<file path="src/acspc_pkg.sv">
// register map, field positions and divider counts for clock config
package acspc_pkg;
  localparam logic [7:0] CLOCK_SOURCE_CONFIG_OFS    = 8'h16;
  localparam logic [7:0] PDM_CLK_OFS    = 8'h1f;
  localparam logic [7:0] PDM_IN_OFS     = 8'h20;
  localparam logic [7:0] CLOCK_SOURCE_CONFIG_RST    = 8'h10;
  localparam logic [7:0] PDM_CLK_RST    = 8'h40;
  localparam logic [7:0] PDM_IN_RST     = 8'h00;
  localparam logic [7:0] PDM_IN_WMASK   = 8'hc0;
  localparam int         ROOT_SEL_BIT   = 7;
  localparam int         FREQ_MODE_BIT  = 6;
  localparam int         RATIO_MSB      = 5;
  localparam int         RATIO_LSB      = 3;
  localparam int         INV_BIT        = 1;
  localparam int         DIV_MSB        = 1;
  localparam int         EDGE_BIT       = 7;
  localparam logic [1:0] PDM_DIV_FAST   = 2'h3;
  // root clock edges per pdm half period, root assumed at 512 fs
  localparam logic [4:0] PDM_HALF_DIV0  = 5'h04;
  localparam logic [4:0] PDM_HALF_DIV1  = 5'h08;
  localparam logic [4:0] PDM_HALF_DIV2  = 5'h10;
  localparam logic [4:0] PDM_HALF_DIV3  = 5'h02;

  typedef struct packed {
    logic [7:0] addr;
    logic       wr;
    logic [7:0] wdata;
  } acspc_reg_req_s;
endpackage : acspc_pkg

</file>
<file path="src/acspc_clock_cfg.sv">
// clock source selection, pdm clock divider and pdm edge latching
// What this block does
// with auto config, slave mode and pll bypassed, bit 7 picks bclk (0) or mclk (1) as root.
// when mclk is root in slave mode the mclk-to-frame_sync relation comes from the ratio field.
// in auto config bit 6 picks the fixed frequency code (0) or the frame_sync ratio (1).
// ratio field bits 5:3, reset 010b, maps codes 0..7 to 64,256,384,512,768,1024,1536,2304.
// in master mode bit 1 inverts bclk only for frame sync generation.
// software writes each single reserved bit with its reset value.
// software writes pdm clock config bits 6:2 as 10000b.
// the two-bit divider gives 3.072, 1.536, 0.768 or 6.144 MHz (44.1k family: 2.8224 etc).
// the fastest pdm divider is only for channels one and two.
// edge bit 7 latches channel one on falling and two on rising when 0, reversed when 1.
// master mode drives bclk and frame sync, slave mode takes both as inputs.
// with auto config, the auto pll bypass setting bypasses the pll when set; otherwise the pll is used.
// the rate family input selects 48 kHz (0) or 44.1 kHz (1) as the pdm rate family.
// pdm clock is an integer division of the root clock, near 50% duty, glitch free.
`timescale 1ns/1ns
module acspc_clock_cfg (
  input  wire logic                    core_clk,
  input  wire logic                    reset,
  input  wire acspc_pkg::acspc_reg_req_s regReq,
  output logic [7:0]                   regRdata,
  input  wire logic                    masterMode,
  input  wire logic                    autoCfgEnable,
  input  wire logic                    autoPllBypass,
  input  wire logic                    rateFamilySelect,
  input  wire logic                    chan34Active,
  input  wire logic                    bclkIn,
  input  wire logic                    mclkIn,
  input  wire logic                    pllClkIn,
  input  wire logic                    pdmDataIn,
  output logic                         rootFromMclk,
  output logic                         pllInUse,
  output logic                         refSpecRatio,
  output logic [11:0]                  mclkRatio,
  output logic                         fsyncGenBclk,
  output logic                         bclkOe,
  output logic                         fsyncOe,
  output logic                         rateFamily441,
  output logic                         pdmRateConflict,
  output logic                         pdmClockOut,
  output logic                         pdmCh1Bit,
  output logic                         pdmCh2Bit,
  output logic                         pdmCh1Strobe,
  output logic                         pdmCh2Strobe
);

  function automatic logic [11:0] ratioOf(input logic [2:0] code);
    case (code)
      3'h0:    ratioOf = 12'h040;
      3'h1:    ratioOf = 12'h100;
      3'h2:    ratioOf = 12'h180;
      3'h3:    ratioOf = 12'h200;
      3'h4:    ratioOf = 12'h300;
      3'h5:    ratioOf = 12'h400;
      3'h6:    ratioOf = 12'h600;
      default: ratioOf = 12'h900;
    endcase
  endfunction : ratioOf

  function automatic logic [4:0] halfLimit(input logic [1:0] div);
    case (div)
      2'h0:    halfLimit = acspc_pkg::PDM_HALF_DIV0;
      2'h1:    halfLimit = acspc_pkg::PDM_HALF_DIV1;
      2'h2:    halfLimit = acspc_pkg::PDM_HALF_DIV2;
      default: halfLimit = acspc_pkg::PDM_HALF_DIV3;
    endcase
  endfunction : halfLimit

  logic [7:0]  clkSrc_q;
  logic [7:0]  pdmClkCfg_q;
  logic [7:0]  pdmInCfg_q;
  logic [7:0]  rdata_q;
  logic        rootFromMclk_q;
  logic        pllInUse_q;
  logic        refSpecRatio_q;
  logic [11:0] mclkRatio_q;
  logic        fsyncGenBclk_q;
  logic        bclkOe_q;
  logic        fsyncOe_q;
  logic        family_q;
  logic        conflict_q;
  logic        rootLevel_q;
  logic        rootPrev_q;
  logic [4:0]  halfCnt_q;
  logic [1:0]  divActive_q;
  logic        pdm_clock_out_q;
  logic        ch1_q;
  logic        ch2_q;
  logic        ch1Stb_q;
  logic        ch2Stb_q;

  wire wrClkSrc = regReq.wr && regReq.addr == acspc_pkg::CLOCK_SOURCE_CONFIG_OFS;
  wire wrPdmClk = regReq.wr && regReq.addr == acspc_pkg::PDM_CLK_OFS;
  wire wrPdmIn  = regReq.wr && regReq.addr == acspc_pkg::PDM_IN_OFS;
  wire [7:0] rdMux =
    (regReq.addr == acspc_pkg::CLOCK_SOURCE_CONFIG_OFS) ? clkSrc_q :
    (regReq.addr == acspc_pkg::PDM_CLK_OFS) ? pdmClkCfg_q :
    (regReq.addr == acspc_pkg::PDM_IN_OFS)  ? pdmInCfg_q : 8'h00;

  wire bypassPll  = autoCfgEnable && autoPllBypass;
  wire selMclk    = bypassPll && !masterMode
                    && clkSrc_q[acspc_pkg::ROOT_SEL_BIT];
  wire ratioMode  = selMclk
                    || (autoCfgEnable
                        && clkSrc_q[acspc_pkg::FREQ_MODE_BIT]);
  // pll output stands in as root whenever the pll is in use
  wire rootLevel  = !bypassPll ? pllClkIn : (selMclk ? mclkIn : bclkIn);
  wire rootRise   = rootLevel_q && !rootPrev_q;
  wire [1:0] divSel = pdmClkCfg_q[acspc_pkg::DIV_MSB:0];
  wire halfDone   = rootRise
                    && halfCnt_q == halfLimit(divActive_q) - 5'h01;
  wire goingHigh  = halfDone && !pdm_clock_out_q;
  wire edgeSel    = pdmInCfg_q[acspc_pkg::EDGE_BIT];
  wire capCh1     = halfDone && (goingHigh == edgeSel);
  wire capCh2     = halfDone && (goingHigh != edgeSel);

  always_ff @(posedge core_clk) begin
    if (reset) begin
      clkSrc_q    <= acspc_pkg::CLOCK_SOURCE_CONFIG_RST;
      pdmClkCfg_q <= acspc_pkg::PDM_CLK_RST;
      pdmInCfg_q  <= acspc_pkg::PDM_IN_RST;
      rdata_q     <= 8'h00;
    end else begin
      // reserved bits of clock source and pdm clock config are stored as written; pdm input config keeps only bits 7:6
      if (wrClkSrc) clkSrc_q <= regReq.wdata;
      if (wrPdmClk) pdmClkCfg_q <= regReq.wdata;
      if (wrPdmIn) pdmInCfg_q <= regReq.wdata & acspc_pkg::PDM_IN_WMASK;
      rdata_q <= rdMux;
    end
  end

  always_ff @(posedge core_clk) begin
    if (reset) begin
      rootFromMclk_q <= 1'b0;
      pllInUse_q     <= 1'b1;
      refSpecRatio_q <= 1'b0;
      mclkRatio_q    <= 12'h180;
      fsyncGenBclk_q <= 1'b0;
      bclkOe_q       <= 1'b0;
      fsyncOe_q      <= 1'b0;
      family_q       <= 1'b0;
      conflict_q     <= 1'b0;
    end else begin
      rootFromMclk_q <= selMclk;
      pllInUse_q     <= !bypassPll;
      refSpecRatio_q <= ratioMode;
      mclkRatio_q    <= ratioOf(clkSrc_q[acspc_pkg::RATIO_MSB:
                                         acspc_pkg::RATIO_LSB]);
      fsyncGenBclk_q <= bclkIn ^ (masterMode
                                  && clkSrc_q[acspc_pkg::INV_BIT]);
      bclkOe_q       <= masterMode;
      fsyncOe_q      <= masterMode;
      family_q       <= rateFamilySelect;
      // fast divider with channels 3/4 is flagged, not blocked
      conflict_q     <= divSel == acspc_pkg::PDM_DIV_FAST
                        && chan34Active;
    end
  end

  always_ff @(posedge core_clk) begin
    if (reset) begin
      rootLevel_q <= 1'b0;
      rootPrev_q  <= 1'b0;
      halfCnt_q   <= 5'h00;
      divActive_q <= 2'h0;
      pdm_clock_out_q    <= 1'b0;
    end else begin
      rootLevel_q <= rootLevel;
      rootPrev_q  <= rootLevel_q;
      if (halfDone) begin
        halfCnt_q <= 5'h00;
        pdm_clock_out_q  <= !pdm_clock_out_q;
        // new divider only at a falling edge so no runt pulse appears
        if (pdm_clock_out_q) divActive_q <= divSel;
      end else if (rootRise) begin
        halfCnt_q <= halfCnt_q + 5'h01;
      end
    end
  end

  always_ff @(posedge core_clk) begin
    if (reset) begin
      ch1_q    <= 1'b0;
      ch2_q    <= 1'b0;
      ch1Stb_q <= 1'b0;
      ch2Stb_q <= 1'b0;
    end else begin
      if (capCh1) ch1_q <= pdmDataIn;
      if (capCh2) ch2_q <= pdmDataIn;
      ch1Stb_q <= capCh1;
      ch2Stb_q <= capCh2;
    end
  end

  assign regRdata        = rdata_q;
  assign rootFromMclk    = rootFromMclk_q;
  assign pllInUse        = pllInUse_q;
  assign refSpecRatio    = refSpecRatio_q;
  assign mclkRatio       = mclkRatio_q;
  assign fsyncGenBclk    = fsyncGenBclk_q;
  assign bclkOe          = bclkOe_q;
  assign fsyncOe         = fsyncOe_q;
  assign rateFamily441   = family_q;
  assign pdmRateConflict = conflict_q;
  assign pdmClockOut     = pdm_clock_out_q;
  assign pdmCh1Bit       = ch1_q;
  assign pdmCh2Bit       = ch2_q;
  assign pdmCh1Strobe    = ch1Stb_q;
  assign pdmCh2Strobe    = ch2Stb_q;
endmodule : acspc_clock_cfg

</file>
<file path="config.mk">
export PLATFORM = sky130hd
export DESIGN_NAME = acspc_clock_cfg
export DESIGN_NICKNAME = d
export VERILOG_FILES = /design/src/acspc_pkg.sv /design/src/acspc_clock_cfg.sv
export SDC_FILE = /design/constraint.sdc
export NUM_CORES = 1
export LEC_CHECK = 0
export BUFFER_PORTS_ARGS = -buffer_cell sky130_fd_sc_hd__buf_4
export CAP_MARGIN = 20
export CORE_MARGIN = 4
export CORE_UTILIZATION = 45
export DETAILED_ROUTE_END_ITERATION = 7
export GPL_TIMING_DRIVEN = 0
export PLACE_DENSITY = 0.69
export SYNTH_ARGS = -nofsm -noshare
export SYNTH_HDL_FRONTEND = slang
export SYNTH_SLANG_ARGS = --single-unit
export TNS_END_PERCENT = 1
</file>
<file path="constraint.sdc">
create_clock -name core_clk -period 2.23 [get_ports core_clk]
set_clock_uncertainty 0.05 [all_clocks]
set_input_delay 0.1115 -clock core_clk [delete_from_list [all_inputs] [get_ports core_clk]]
set_output_delay 0.1115 -clock core_clk [all_outputs]
set_load 0.01 [all_outputs]
</file>
==> run metrics, run 1 <==
status complete, no violations; die extent in x 77.6 µm; Max Clock Freq 0.507 GHz; Via Count 1712; DRC violations left 0; Post-Synthesis Cells 216; Core Area 0.00469 mm²; Initial Utilization 0.464; hpwl dp 3350 µm; IO Pins 61; LEAKAGE 1.30 nW; cell at the root of the clock tree clkbuf_8; Req. time, crit path 2.41 ns; footprint of the multi-input gates 0.00104 mm²; cts repair resizes 0; ANT cells 0; most common cell after layout, fill and taps aside buf_4; hold crit path type in2reg; fillcell total 436; cell area power density 566 mW/mm²; Fin Hold WS 0.00152 ns; Num CTS Buffers 5; final setup fails 0; TritonCTS Sinks 53; Yosys cell types 42; DR iter-0 viols 59; WL per Instance 13.0 µm; clock-pin slew on the worst setup and hold paths 0.09 ns; largest net degree at the start of global routing 16; drt pass-1 iters 4; CTS tree done; synthesized area 0.00218 mm²; DR vias/cell 4.96; Avg Cell Area, Syn 10.1 µm²; Final period util 0.884; sequential share of the synthesized area 0.487; later-pin clock latency in the skew report 0.30 ns; die height 77.6 µm; Antenna Violating Nets Remaining 0; die area 0.00602 mm²; first-pass GRT wire length 7600 µm; slew of the pin with the lowest slew margin 0.656 ns; GR Overflow Total 0; setup TNS 0 ns; yosys warns 0; layout cells sized above 1 0.261; CP Capture Type flop; clk buf depth 2; crit path kind reg2reg; GRT Resource Usage Total 0.158; critical path data arrival time 2.15 ns; Yosys reg bits 53; DRT Wirelength 4490 µm; RSZ-0062 raised after global routing false; maxcap violations 0; CP Launch Type flop; Cell Rows 25; routability cong. 0.787; most frequent cells in the layout buf_4, dfxtp_1, nor2_1, mux2i_1, nand2b_1; Slew headroom 0.560; Reg area 0.00106 mm²; peak supply drop 0.000335 V; Syn-to-layout area delta 30.4%; H-tree Lvls 2; Final Hold Fails 0; initial antenna violation count 0; Port Buffers 54; number of global-route vias before repair 1649; Pwr Total 1.61 mW; CP max FO 5; Tmin final 1.97 ns; Final Net Count 323; Final Max Slew Viols 0; Core Util, Final 0.606
## report_power, final
group	switching (mW)	total (mW)	internal, mW
registers	0.00644	0.961	0.955
clock network	0.295	0.513	0.218
logic	0.0599	0.134	0.0745
## cell usage after synthesis
cell | n | area, µm²
a21o_1 | 1 | 7.51
and3_1 | 1 | 6.26
xor2_1 | 7 | 61.3
a32oi_1 | 2 | 17.5
nor3b_1 | 1 | 7.51
nor2b_1 | 5 | 31.3
conb_1 | 1 | 3.75
and2_1 | 1 | 6.26
mux2i_1 | 23 | 230
xnor2_1 | 4 | 35.0
and4b_1 | 2 | 20.0
nor2_1 | 33 | 124
nand3_1 | 3 | 15.0
clkbuf_1 | 7 | 26.3
buf_2 | 2 | 10.0
nand3_4 | 1 | 17.5
nand2_1 | 6 | 22.5
nor4b_1 | 1 | 8.76
a311oi_1 | 1 | 8.76
ha_1 | 4 | 50.1
a22oi_1 | 6 | 45.0
and3b_1 | 1 | 8.76
and4bb_2 | 1 | 12.5
a311o_1 | 1 | 10.0
or2_2 | 1 | 6.26
a22o_1 | 2 | 17.5
inv_1 | 3 | 11.3
nand4b_1 | 1 | 8.76
o21ai_0 | 1 | 5.00
a21oi_1 | 4 | 20.0
nand3_2 | 1 | 10.0
nor3_1 | 7 | 35.0
dfxtp_1 | 53 | 1060
nor4_4 | 1 | 21.3
a211o_1 | 2 | 17.5
nand4_1 | 3 | 18.8
nand2b_1 | 10 | 62.6
nor4_1 | 1 | 6.26
nand3b_1 | 1 | 7.51
o311ai_0 | 1 | 8.76
buf_4 | 7 | 52.6
mux2_2 | 2 | 22.5
## cell type report
cell class              count  share of cell area
plain buffers              16              0.0313
inverters                   3             0.00396
flip-flops and latches     53               0.373
repair buffers             63               0.174
clock inverters             1             0.00308
multi-input cells         149               0.365
clock buffers               6              0.0255
well taps                  54              0.0238
## state kept, by name, indices dropped and copies added (netlist names), 2 cells and up
register	count
mclkRatio	6
halfCnt_q	5
pdmInCfg_q	2
regRdata	8
clkSrc_q	8
pdmClkCfg_q	8
divActive_q	2
## final timing paths
kind | start | end | slack (ns) | cells after the start
worst max-delay path | divActive_q[0]$_SDFFE_PP0P_ | pdmCh1Bit$_SDFFE_PP0P_ | 0.26 | 6
worst min-delay path | regReq[1] | clkSrc_q[1]$_SDFFE_PP0P_ | 0.002 | 3
worst max register to register | divActive_q[0]$_SDFFE_PP0P_ | pdmCh1Bit$_SDFFE_PP0P_ | 0.26 | 6
worst min register to register | pdmClkCfg_q[6]$_SDFFE_PP1P_ | pdmClkCfg_q[6]$_SDFFE_PP1P_ | 0.42 | 1
## cells by family after synthesis
kind of cell	Yosys count	synth area share
and+or+nand+nor	82	0.210
DFF	53	0.487
muxes	25	0.116
AOI/OAI and AO/OA	21	0.0724
buffers and inverters	19	0.0460
xor gates and xnor gates	11	0.0442
adders and majority gates	4	0.0230
other	1	0.00172
## layer usage
metal	global-route usage	wire length (µm)	up-vias	part of all wire
li1	-	-	884	-
met1	0.201	1970	787	0.44
met2	0.268	2270	37	0.50
met3	0.0360	200	4	0.045
met4	0.0480	47	0	0.010
met5	0	0	-	0
## through the flow
stage / setup WS (ns) / instances / area [µm²]
finish: 0.258 / 345 / 2840
global route: 0.132 / 345 / 2840
CTS: 0.272 / 345 / 2840
detailed placement: 0.298 / 329 / 2670
global placement: 0.315 / 329 / 2670
floorplan: 0.477 / 221 / 2200
## repair_timing
item | in CTS | in global routing
endpoints found under the hold margin | 9 | 0
setup buffers | 0 | 0
setup endpoints to repair | 0 | 0
hold buffers | 9 | 0
## worst max-delay path: stages (launching register included)
cell and delay, ns:
dfxtp_1 0.38, inv_1 0.08, ha_1 0.33, xor2_1 0.33, nand3_1 0.19, nor3_1 0.32
mux2i_1 0.22
No activity file was read; power rests on OpenSTA's default activity.
==> inputs of run 2 (changes only) <==
--- a/config.mk
+++ b/config.mk
@@ -7,11 +7,14 @@
 export LEC_CHECK = 0
 export BUFFER_PORTS_ARGS = -buffer_cell sky130_fd_sc_hd__buf_4
 export CAP_MARGIN = 20
+export CELL_PAD_IN_SITES_DETAIL_PLACEMENT = 0
+export CELL_PAD_IN_SITES_GLOBAL_PLACEMENT = 1
 export CORE_MARGIN = 4
-export CORE_UTILIZATION = 45
+export CORE_UTILIZATION = 39
 export DETAILED_ROUTE_END_ITERATION = 7
 export GPL_TIMING_DRIVEN = 0
-export PLACE_DENSITY = 0.69
+export PLACE_DENSITY = 0.78
+export REMOVE_ABC_BUFFERS = 1
 export SYNTH_ARGS = -nofsm -noshare
 export SYNTH_HDL_FRONTEND = slang
 export SYNTH_SLANG_ARGS = --single-unit
==> run 2 against run 1 <==
Effect of this change: design area shrank 3.0%; clock-buffer cell count fell by 1; combinational power shrank 12%; cell count shrank 0.58%; register-to-register slack better by 0.08 ns; sequential share of layout area up 1.2 points; routed wire length fell by 3.3%; flip-flop and latch count is the same; largest cell class unchanged.
==> run metrics, run 2 (same netlist as run 1, synthesis figures left out) <==
status complete, no violations; Core Area 0.00527 mm² (+12%); TritonCTS Sinks 53 (unchanged); Critical R2R Launch divActive_q[0]$_SDFFE_PP0P_; GR Overflow Total 0 (unchanged); first-pass GRT wire length 6920 µm (-8.9%); Slew headroom 0.566 (+0.00662); crit path kind reg2reg; Worst R2R Setup Slack 0.34 ns (+0.08 ns); Final Max Slew Viols 0 (unchanged); die extent in x 82.7 µm (+6.7%); cell area power density 568 mW/mm² (+0.24%); Num CTS Buffers 5 (unchanged); initial antenna violation count 0 (unchanged); sw frac 0.216 (-0.00839); GR Util met3 0.0380 (+0.00200); later-pin clock latency in the skew report 0.29 ns (about the same); maxcap violations 0 (unchanged); ANT cells 0 (unchanged); Cell Rows 26 (+4.0%); CP Launch Type flop; Comb power frac 0.075 (-0.009); CP max FO 4 (-1); Port Buffers 54 (unchanged); H-tree Lvls 2 (unchanged); clk buf depth 2 (unchanged); largest net degree at the start of global routing 50 (+34); worst hold stages 3 (unchanged); Seq pwr share 0.615 (+0.017); Core Util, Final 0.523 (-0.0828); clock-pin slew on the worst setup and hold paths 0.08 ns (about the same); reg2reg end halfCnt_q[2]$_SDFFE_PP0P_; Syn-to-layout area delta 26.5%; cell at the root of the clock tree clkbuf_8; Antenna Violating Nets Remaining 0 (unchanged); DRC violations left 0 (unchanged); M1 GR Usage 0.164 (-0.0368); Worst Hold Path EP clkSrc_q[3]$_SDFFE_PP0P_; most frequent cells in the layout buf_4, dfxtp_1, nor2_1, mux2i_1, nand2b_1; Req. time, crit path 2.35 ns (-0.06 ns); slew of the pin with the lowest slew margin 0.646 ns (-0.00986 ns); Initial Utilization 0.413 (-0.0509); hpwl dp 3140 µm (-6.1%); max incr delay on CP 0.41 ns (+0.03 ns); IO Pins 61 (unchanged); grt met2 use 0.219 (-0.0490); WL per Instance 12.7 µm (-2.7%); DRT Wirelength 4340 µm (-3.3%); worst path bufs/invs 1 (unchanged); DR vias/cell 4.85 (-2.2%); CTS tree done; Final Net Count 306 (-5.3%); LEAKAGE 1.24 nW (-4.5%); Final period util 0.849 (-0.0353); CP Capture Type flop; switching power 0.338 mW (-6.4%); Internal 1.23 mW (-1.8%); number of global-route vias before repair 1579 (-4.2%); setup TNS 0 ns (unchanged); hold crit path type in2reg; GRT busiest layer met2; CP Cell Sequence inv_1 -> ha_1 -> xnor2_1 -> mux2_2 -> o311ai_0 -> a21oi_1; hold path start regReq[3]; RSZ-0062 raised after global routing false; die height 82.7 µm (+6.7%); number of post-CTS setup repair buffers 0 (unchanged); slowest CP cell mux2_2; die area 0.00685 mm² (+14%); Max Clock Freq 0.528 GHz (+4.2%); R2R cell count 6 (unchanged); routability cong. 0.777 (-1.3%); DR iter-0 viols 102 (+73%); critical path data arrival time 2.01 ns (-0.14 ns); Final Hold Fails 0 (unchanged); peak supply drop 0.000220 V (-34%); most common cell after layout, fill and taps aside buf_4; Pwr Total 1.56 mW (-2.8%); drt pass-1 iters 4 (unchanged); CP top delay family compound AO/OA/AOI/OAI gates; Tmin final 1.89 ns (-0.0787 ns); Via Count 1665 (-2.7%); final setup fails 0 (unchanged); layout cells sized above 1 0.245 (-0.0157); GRT Resource Usage Total 0.132 (-0.0264); Clock Power Share 0.310 (-0.009)
## run 2: changes by cell type in the layout (fill, tap and decap cells not counted)
cell / delta
buf_4: -7
clkinv_2: +1
clkbuf_1: -8
dlygate4sd3_1: -1
buf_2: -2
clkinv_4: -1
## run 2: worst min-delay path, delay by kind of cell
| kind | cells | cell delay (ns) |
|---|---|---|
| and+or+nand+nor | 1 | 0.07 |
| buffers and inverters | 1 | 0.09 |
| muxes | 1 | 0.05 |
## run 2: stage by stage
| step | instances | area [µm²] | setup slack (ns) | hold slack [ns] |
|---|---|---|---|---|
| 5_1_grt | 343 | 2760 | 0.159 | 0.00474 |
| 3_3_place_gp | 329 | 2600 | 0.341 | 0.280 |
| 4_1_cts | 343 | 2760 | 0.315 | 0.000217 |
| 2_1_floorplan | 205 | 2110 | 0.482 | 0.131 |
| 3_5_place_dp | 329 | 2600 | 0.339 | 0.289 |
| 6_report | 343 | 2760 | 0.337 | 0.0109 |
## run 2: worst max path at each step
stage | depth (start not counted) | slack [ns] | endpoint | start
2_1_floorplan | 6 | 0.48 | halfCnt_q[2]$_SDFFE_PP0P_ | divActive_q[0]$_SDFFE_PP0P_
3_3_place_gp | 6 | 0.34 | halfCnt_q[2]$_SDFFE_PP0P_ | divActive_q[0]$_SDFFE_PP0P_
3_5_place_dp | 6 | 0.34 | halfCnt_q[2]$_SDFFE_PP0P_ | divActive_q[0]$_SDFFE_PP0P_
4_1_cts | 6 | 0.31 | halfCnt_q[2]$_SDFFE_PP0P_ | divActive_q[0]$_SDFFE_PP0P_
5_1_grt | 6 | 0.16 | divActive_q[0]$_SDFFE_PP0P_ | divActive_q[0]$_SDFFE_PP0P_
6_report | 6 | 0.34 | halfCnt_q[2]$_SDFFE_PP0P_ | divActive_q[0]$_SDFFE_PP0P_
## run 2: final cells by class
type,instances,area [µm²]
Inverter,3,11.3
Multi-Input combinational cell,149,1040
Sequential cell,53,1060
Clock inverter,1,5.00
Timing Repair Buffer,62,485
Fill cell,511,2510
Tap cell,70,87.6
Clock buffer,5,68.8
## run 2: repair_timing
| action | in CTS | in global routing |
|---|---|---|
| gates resized for setup | 0 | 0 |
| hold buffers | 8 | 0 |
| hold endpoints to repair | 8 | 0 |
## run 2: power by group through the flow
stage,Clock [mW],Sequential (mW),Combinational (mW)
4_1_cts,0.511,0.961,0.119
3_3_place_gp,0,0.983,0.107
5_1_grt,0.548,0.963,0.129
2_1_floorplan,0,0.985,0.0343
3_5_place_dp,0,0.984,0.107
6_report,0.485,0.961,0.118
## run 2: routing by layer
metal / wire (µm) / vias to the layer above
met5: 0 / -
met4: 65 / 0
met3: 248 / 7
met2: 2030 / 42
met1: 1990 / 768
li1: - / 848
==> inputs of run 3 (changes only) <==
--- a/config.mk
+++ b/config.mk
@@ -5,12 +5,13 @@
 export SDC_FILE = /design/constraint.sdc
 export NUM_CORES = 1
 export LEC_CHECK = 0
+export ABC_AREA = 1
 export BUFFER_PORTS_ARGS = -buffer_cell sky130_fd_sc_hd__buf_4
 export CAP_MARGIN = 20
 export CELL_PAD_IN_SITES_DETAIL_PLACEMENT = 0
 export CELL_PAD_IN_SITES_GLOBAL_PLACEMENT = 1
 export CORE_MARGIN = 4
-export CORE_UTILIZATION = 39
+export CORE_UTILIZATION = 37
 export DETAILED_ROUTE_END_ITERATION = 7
 export GPL_TIMING_DRIVEN = 0
 export PLACE_DENSITY = 0.78
==> constraint.sdc (replaced) <==
create_clock -name core_clk -period 1.9 [get_ports core_clk]
set_clock_uncertainty 0.05 [all_clocks]
set_input_delay 0.095 -clock core_clk [delete_from_list [all_inputs] [get_ports core_clk]]
set_output_delay 0.095 -clock core_clk [all_outputs]
set_load 0.01 [all_outputs]
==> run 3 against run 2 <==
Effect of this change: synthesized cell count is 31% higher; die area is 5.3% higher; critical path depth is 5 higher; combinational power is 25% higher; worst hold slack better by 0.0083 ns; power is 25% higher; clock-buffer cell count is 2 higher; highest routed layer unchanged.
==> run metrics, run 3 <==
GR Overflow Total 0 (unchanged); top cells by area, synth dfxtp_1, nand2_1, a21oi_1, inv_1, nor2_1; Num CTS Buffers 5 (unchanged); Core Util, Final 0.510 (-0.0132); Req. time, crit path 2.05 ns (-0.30 ns); Reg area 0.00106 mm² (+0.12%); drt pass-1 iters 4 (unchanged); hpwl dp 3480 µm (+11%); fillcell total 580 (+14%); layout cells sized above 1 0.241 (-0.00404); simple-gate portion of the synthesized area 0.258 (+0.0488); DRC violations left 0 (unchanged); die area 0.00721 mm² (+5.3%); largest family of logic cells by synthesized area simple AND/OR/NAND/NOR gates; top-area cell type share of the netlist area 0.485 (-0.00223); largest net degree at the start of global routing 25 (-50%); CTS tree done; Yosys cell types 35 (-17%); initial antenna violation count 0 (unchanged); Cell Rows 27 (+3.8%); Final Max Slew Viols 0 (unchanged); DR vias/cell 4.60 (-5.1%); CP Launch Type flop; Antenna Violating Nets Remaining 0 (unchanged); die extent in x 84.9 µm (+2.6%); area leader, netlist dfxtp_1; LEAKAGE 1.25 nW (+0.55%); Max Clock Freq 0.605 GHz (+15%); hold crit path type in2reg; Tmin final 1.65 ns (-0.241 ns); cell at the root of the clock tree clkbuf_8; TritonCTS Sinks 53 (unchanged); most frequent cells in the layout nand2_1, buf_4, dfxtp_1, inv_1, a21oi_1; setup TNS 0 ns (unchanged); Initial Utilization 0.390 (-0.0231); CP max FO 4 (unchanged); most frequent cell after synthesis nand2_1; maxcap violations 0 (unchanged); Post-Synth Adder-Cell Area 0.0229 (-0.000105); GRT Resource Usage Total 0.140 (+0.00764); Syn-to-layout area delta 30.6%; ANT cells 0 (unchanged); routability cong. 0.719 (-7.4%); slew of the pin with the lowest slew margin 0.707 ns (+0.0609 ns); most common cell after layout, fill and taps aside nand2_1; synthesized area 0.00219 mm² (+0.46%); DRT Wirelength 4750 µm (+9.4%); IO Pins 61 (unchanged); final setup fails 0 (unchanged); sequential share of the synthesized area 0.485 (-0.00223); DR iter-0 viols 71 (-30%); Core Area 0.00561 mm² (+6.4%); Final Hold Fails 0 (unchanged); Post-Synthesis Cells 283 (+31%); Post-synth EDFFs 0 (unchanged); Via Count 1934 (+16%); RSZ-0062 raised after global routing false; die height 84.9 µm (+2.6%); Final Net Count 379 (+24%); Synth Area in Compound Gates 0.112 (+0.0397); cell area power density 685 mW/mm² (+21%); commonest cells in the netlist nand2_1, dfxtp_1, inv_1; later-pin clock latency in the skew report 0.30 ns (about the same); Port Buffers 54 (unchanged); mux share of post-synthesis cell area 0 (-0.116); Avg Cell Area, Syn 7.73 µm² (-23%); crit path kind reg2reg; number of global-route vias before repair 1910 (+21%); CP Capture Type flop; footprint of the multi-input gates 937 µm² (-9.5%); clk buf depth 2 (unchanged); post-synthesis xor/xnor area fraction 0.0120 (-0.0322); critical path data arrival time 1.80 ns (-0.21 ns); H-tree Lvls 2 (unchanged); Final period util 0.870 (+0.0208); status complete, no violations; asr flop ratio synth 0 (unchanged); Yosys reg bits 53 (unchanged); clock-pin slew on the worst setup and hold paths 0.09 ns (about the same); yosys warns 0 (unchanged); peak supply drop 0.000289 V (+31%); Slew headroom 0.528 (-0.0379); Primary FF master, synth dfxtp_1; WL per Instance 11.3 µm (-11%); first-pass GRT wire length 8410 µm (+22%)
run 3: final cells by class:
cell class / count / share of cell area
Tap cell: 72 / 0.0315
Clock buffer: 7 / 0.0337
Sequential cell: 53 / 0.372
Clock inverter: 1 / 0.00175
Inverter: 38 / 0.0530
Multi-Input combinational cell: 184 / 0.328
Timing Repair Buffer: 65 / 0.180
run 3: final timing paths:
| check | startpoint | to | slack (ns) | cells after the start |
|---|---|---|---|---|
| worst max-delay path | divActive_q[1]$_SDFFE_PP0P_ | pdmCh2Bit$_SDFFE_PP0P_ | 0.25 | 11 |
| worst min-delay path | regReq[2] | pdmClkCfg_q[2]$_SDFFE_PP0P_ | 0.02 | 3 |
| worst max register to register | divActive_q[1]$_SDFFE_PP0P_ | pdmCh2Bit$_SDFFE_PP0P_ | 0.25 | 11 |
| worst min register to register | rootLevel_q$_SDFF_PP0_ | rootPrev_q$_SDFF_PP0_ | 0.37 | 2 |
run 3: per-stage QoR:
stage          instance area (µm²)  power [mW]  setup slack [ns]  std cells  hold slack [ns]
2_1_floorplan                 2120        1.20             0.317        275            0.114
3_3_place_gp                  2620        1.28             0.195        401            0.249
3_5_place_dp                  2620        1.28             0.160        401            0.253
4_1_cts                       2820        1.99             0.132        419          0.00168
5_1_grt                       2860        2.05           0.00112        420           0.0283
6_report                      2860        1.96             0.248        420           0.0192
run 3: repair_timing:
action / CTS / global route
resized for setup: 0 / 8
hold buffers: 10 / 1
buffers inserted: 0 / 0
endpoints found under the hold margin: 9 / 1
endpoints found under the setup margin: 0 / 6
run 3: cell families (layout without fill, tap and decap cells):
family                   Yosys count  after routing
buffers and inverters             51            111
XOR/XNOR                           3              3
AO/OA/AOI/OAI                     46             46
adder cells (fa/ha/maj)            4              4
flip-flops                        53             53
AND/OR/NAND/NOR                  125            125
other                              1              6
run 3: critical path: stages, from the launching register on:
cell     delay (ns)
dfxtp_1        0.43
ha_4           0.23
nand2_1        0.06
inv_1          0.03
nor2_1         0.07
nand2_1        0.09
nor2_4         0.12
nand4_1        0.17
nand2_2        0.12
nand3_1        0.07
nand2_1        0.06
nor2_1         0.06
run 3: metal layers:
layer / track usage / routed length [µm] / up-vias
met1: 0.173 / 2170 / 873
met4: 0.0388 / 39 / 0
met5: 0 / 0 / -
met3: 0.0350 / 274 / 4
met2: 0.241 / 2270 / 46
li1: - / - / 1011
run 3: power by group:
group | internal (mW) | total (mW) | switching [mW]
Clock | 0.330 | 0.687 | 0.357
Sequential | 1.12 | 1.13 | 0.00498
Combinational | 0.0733 | 0.147 | 0.0737
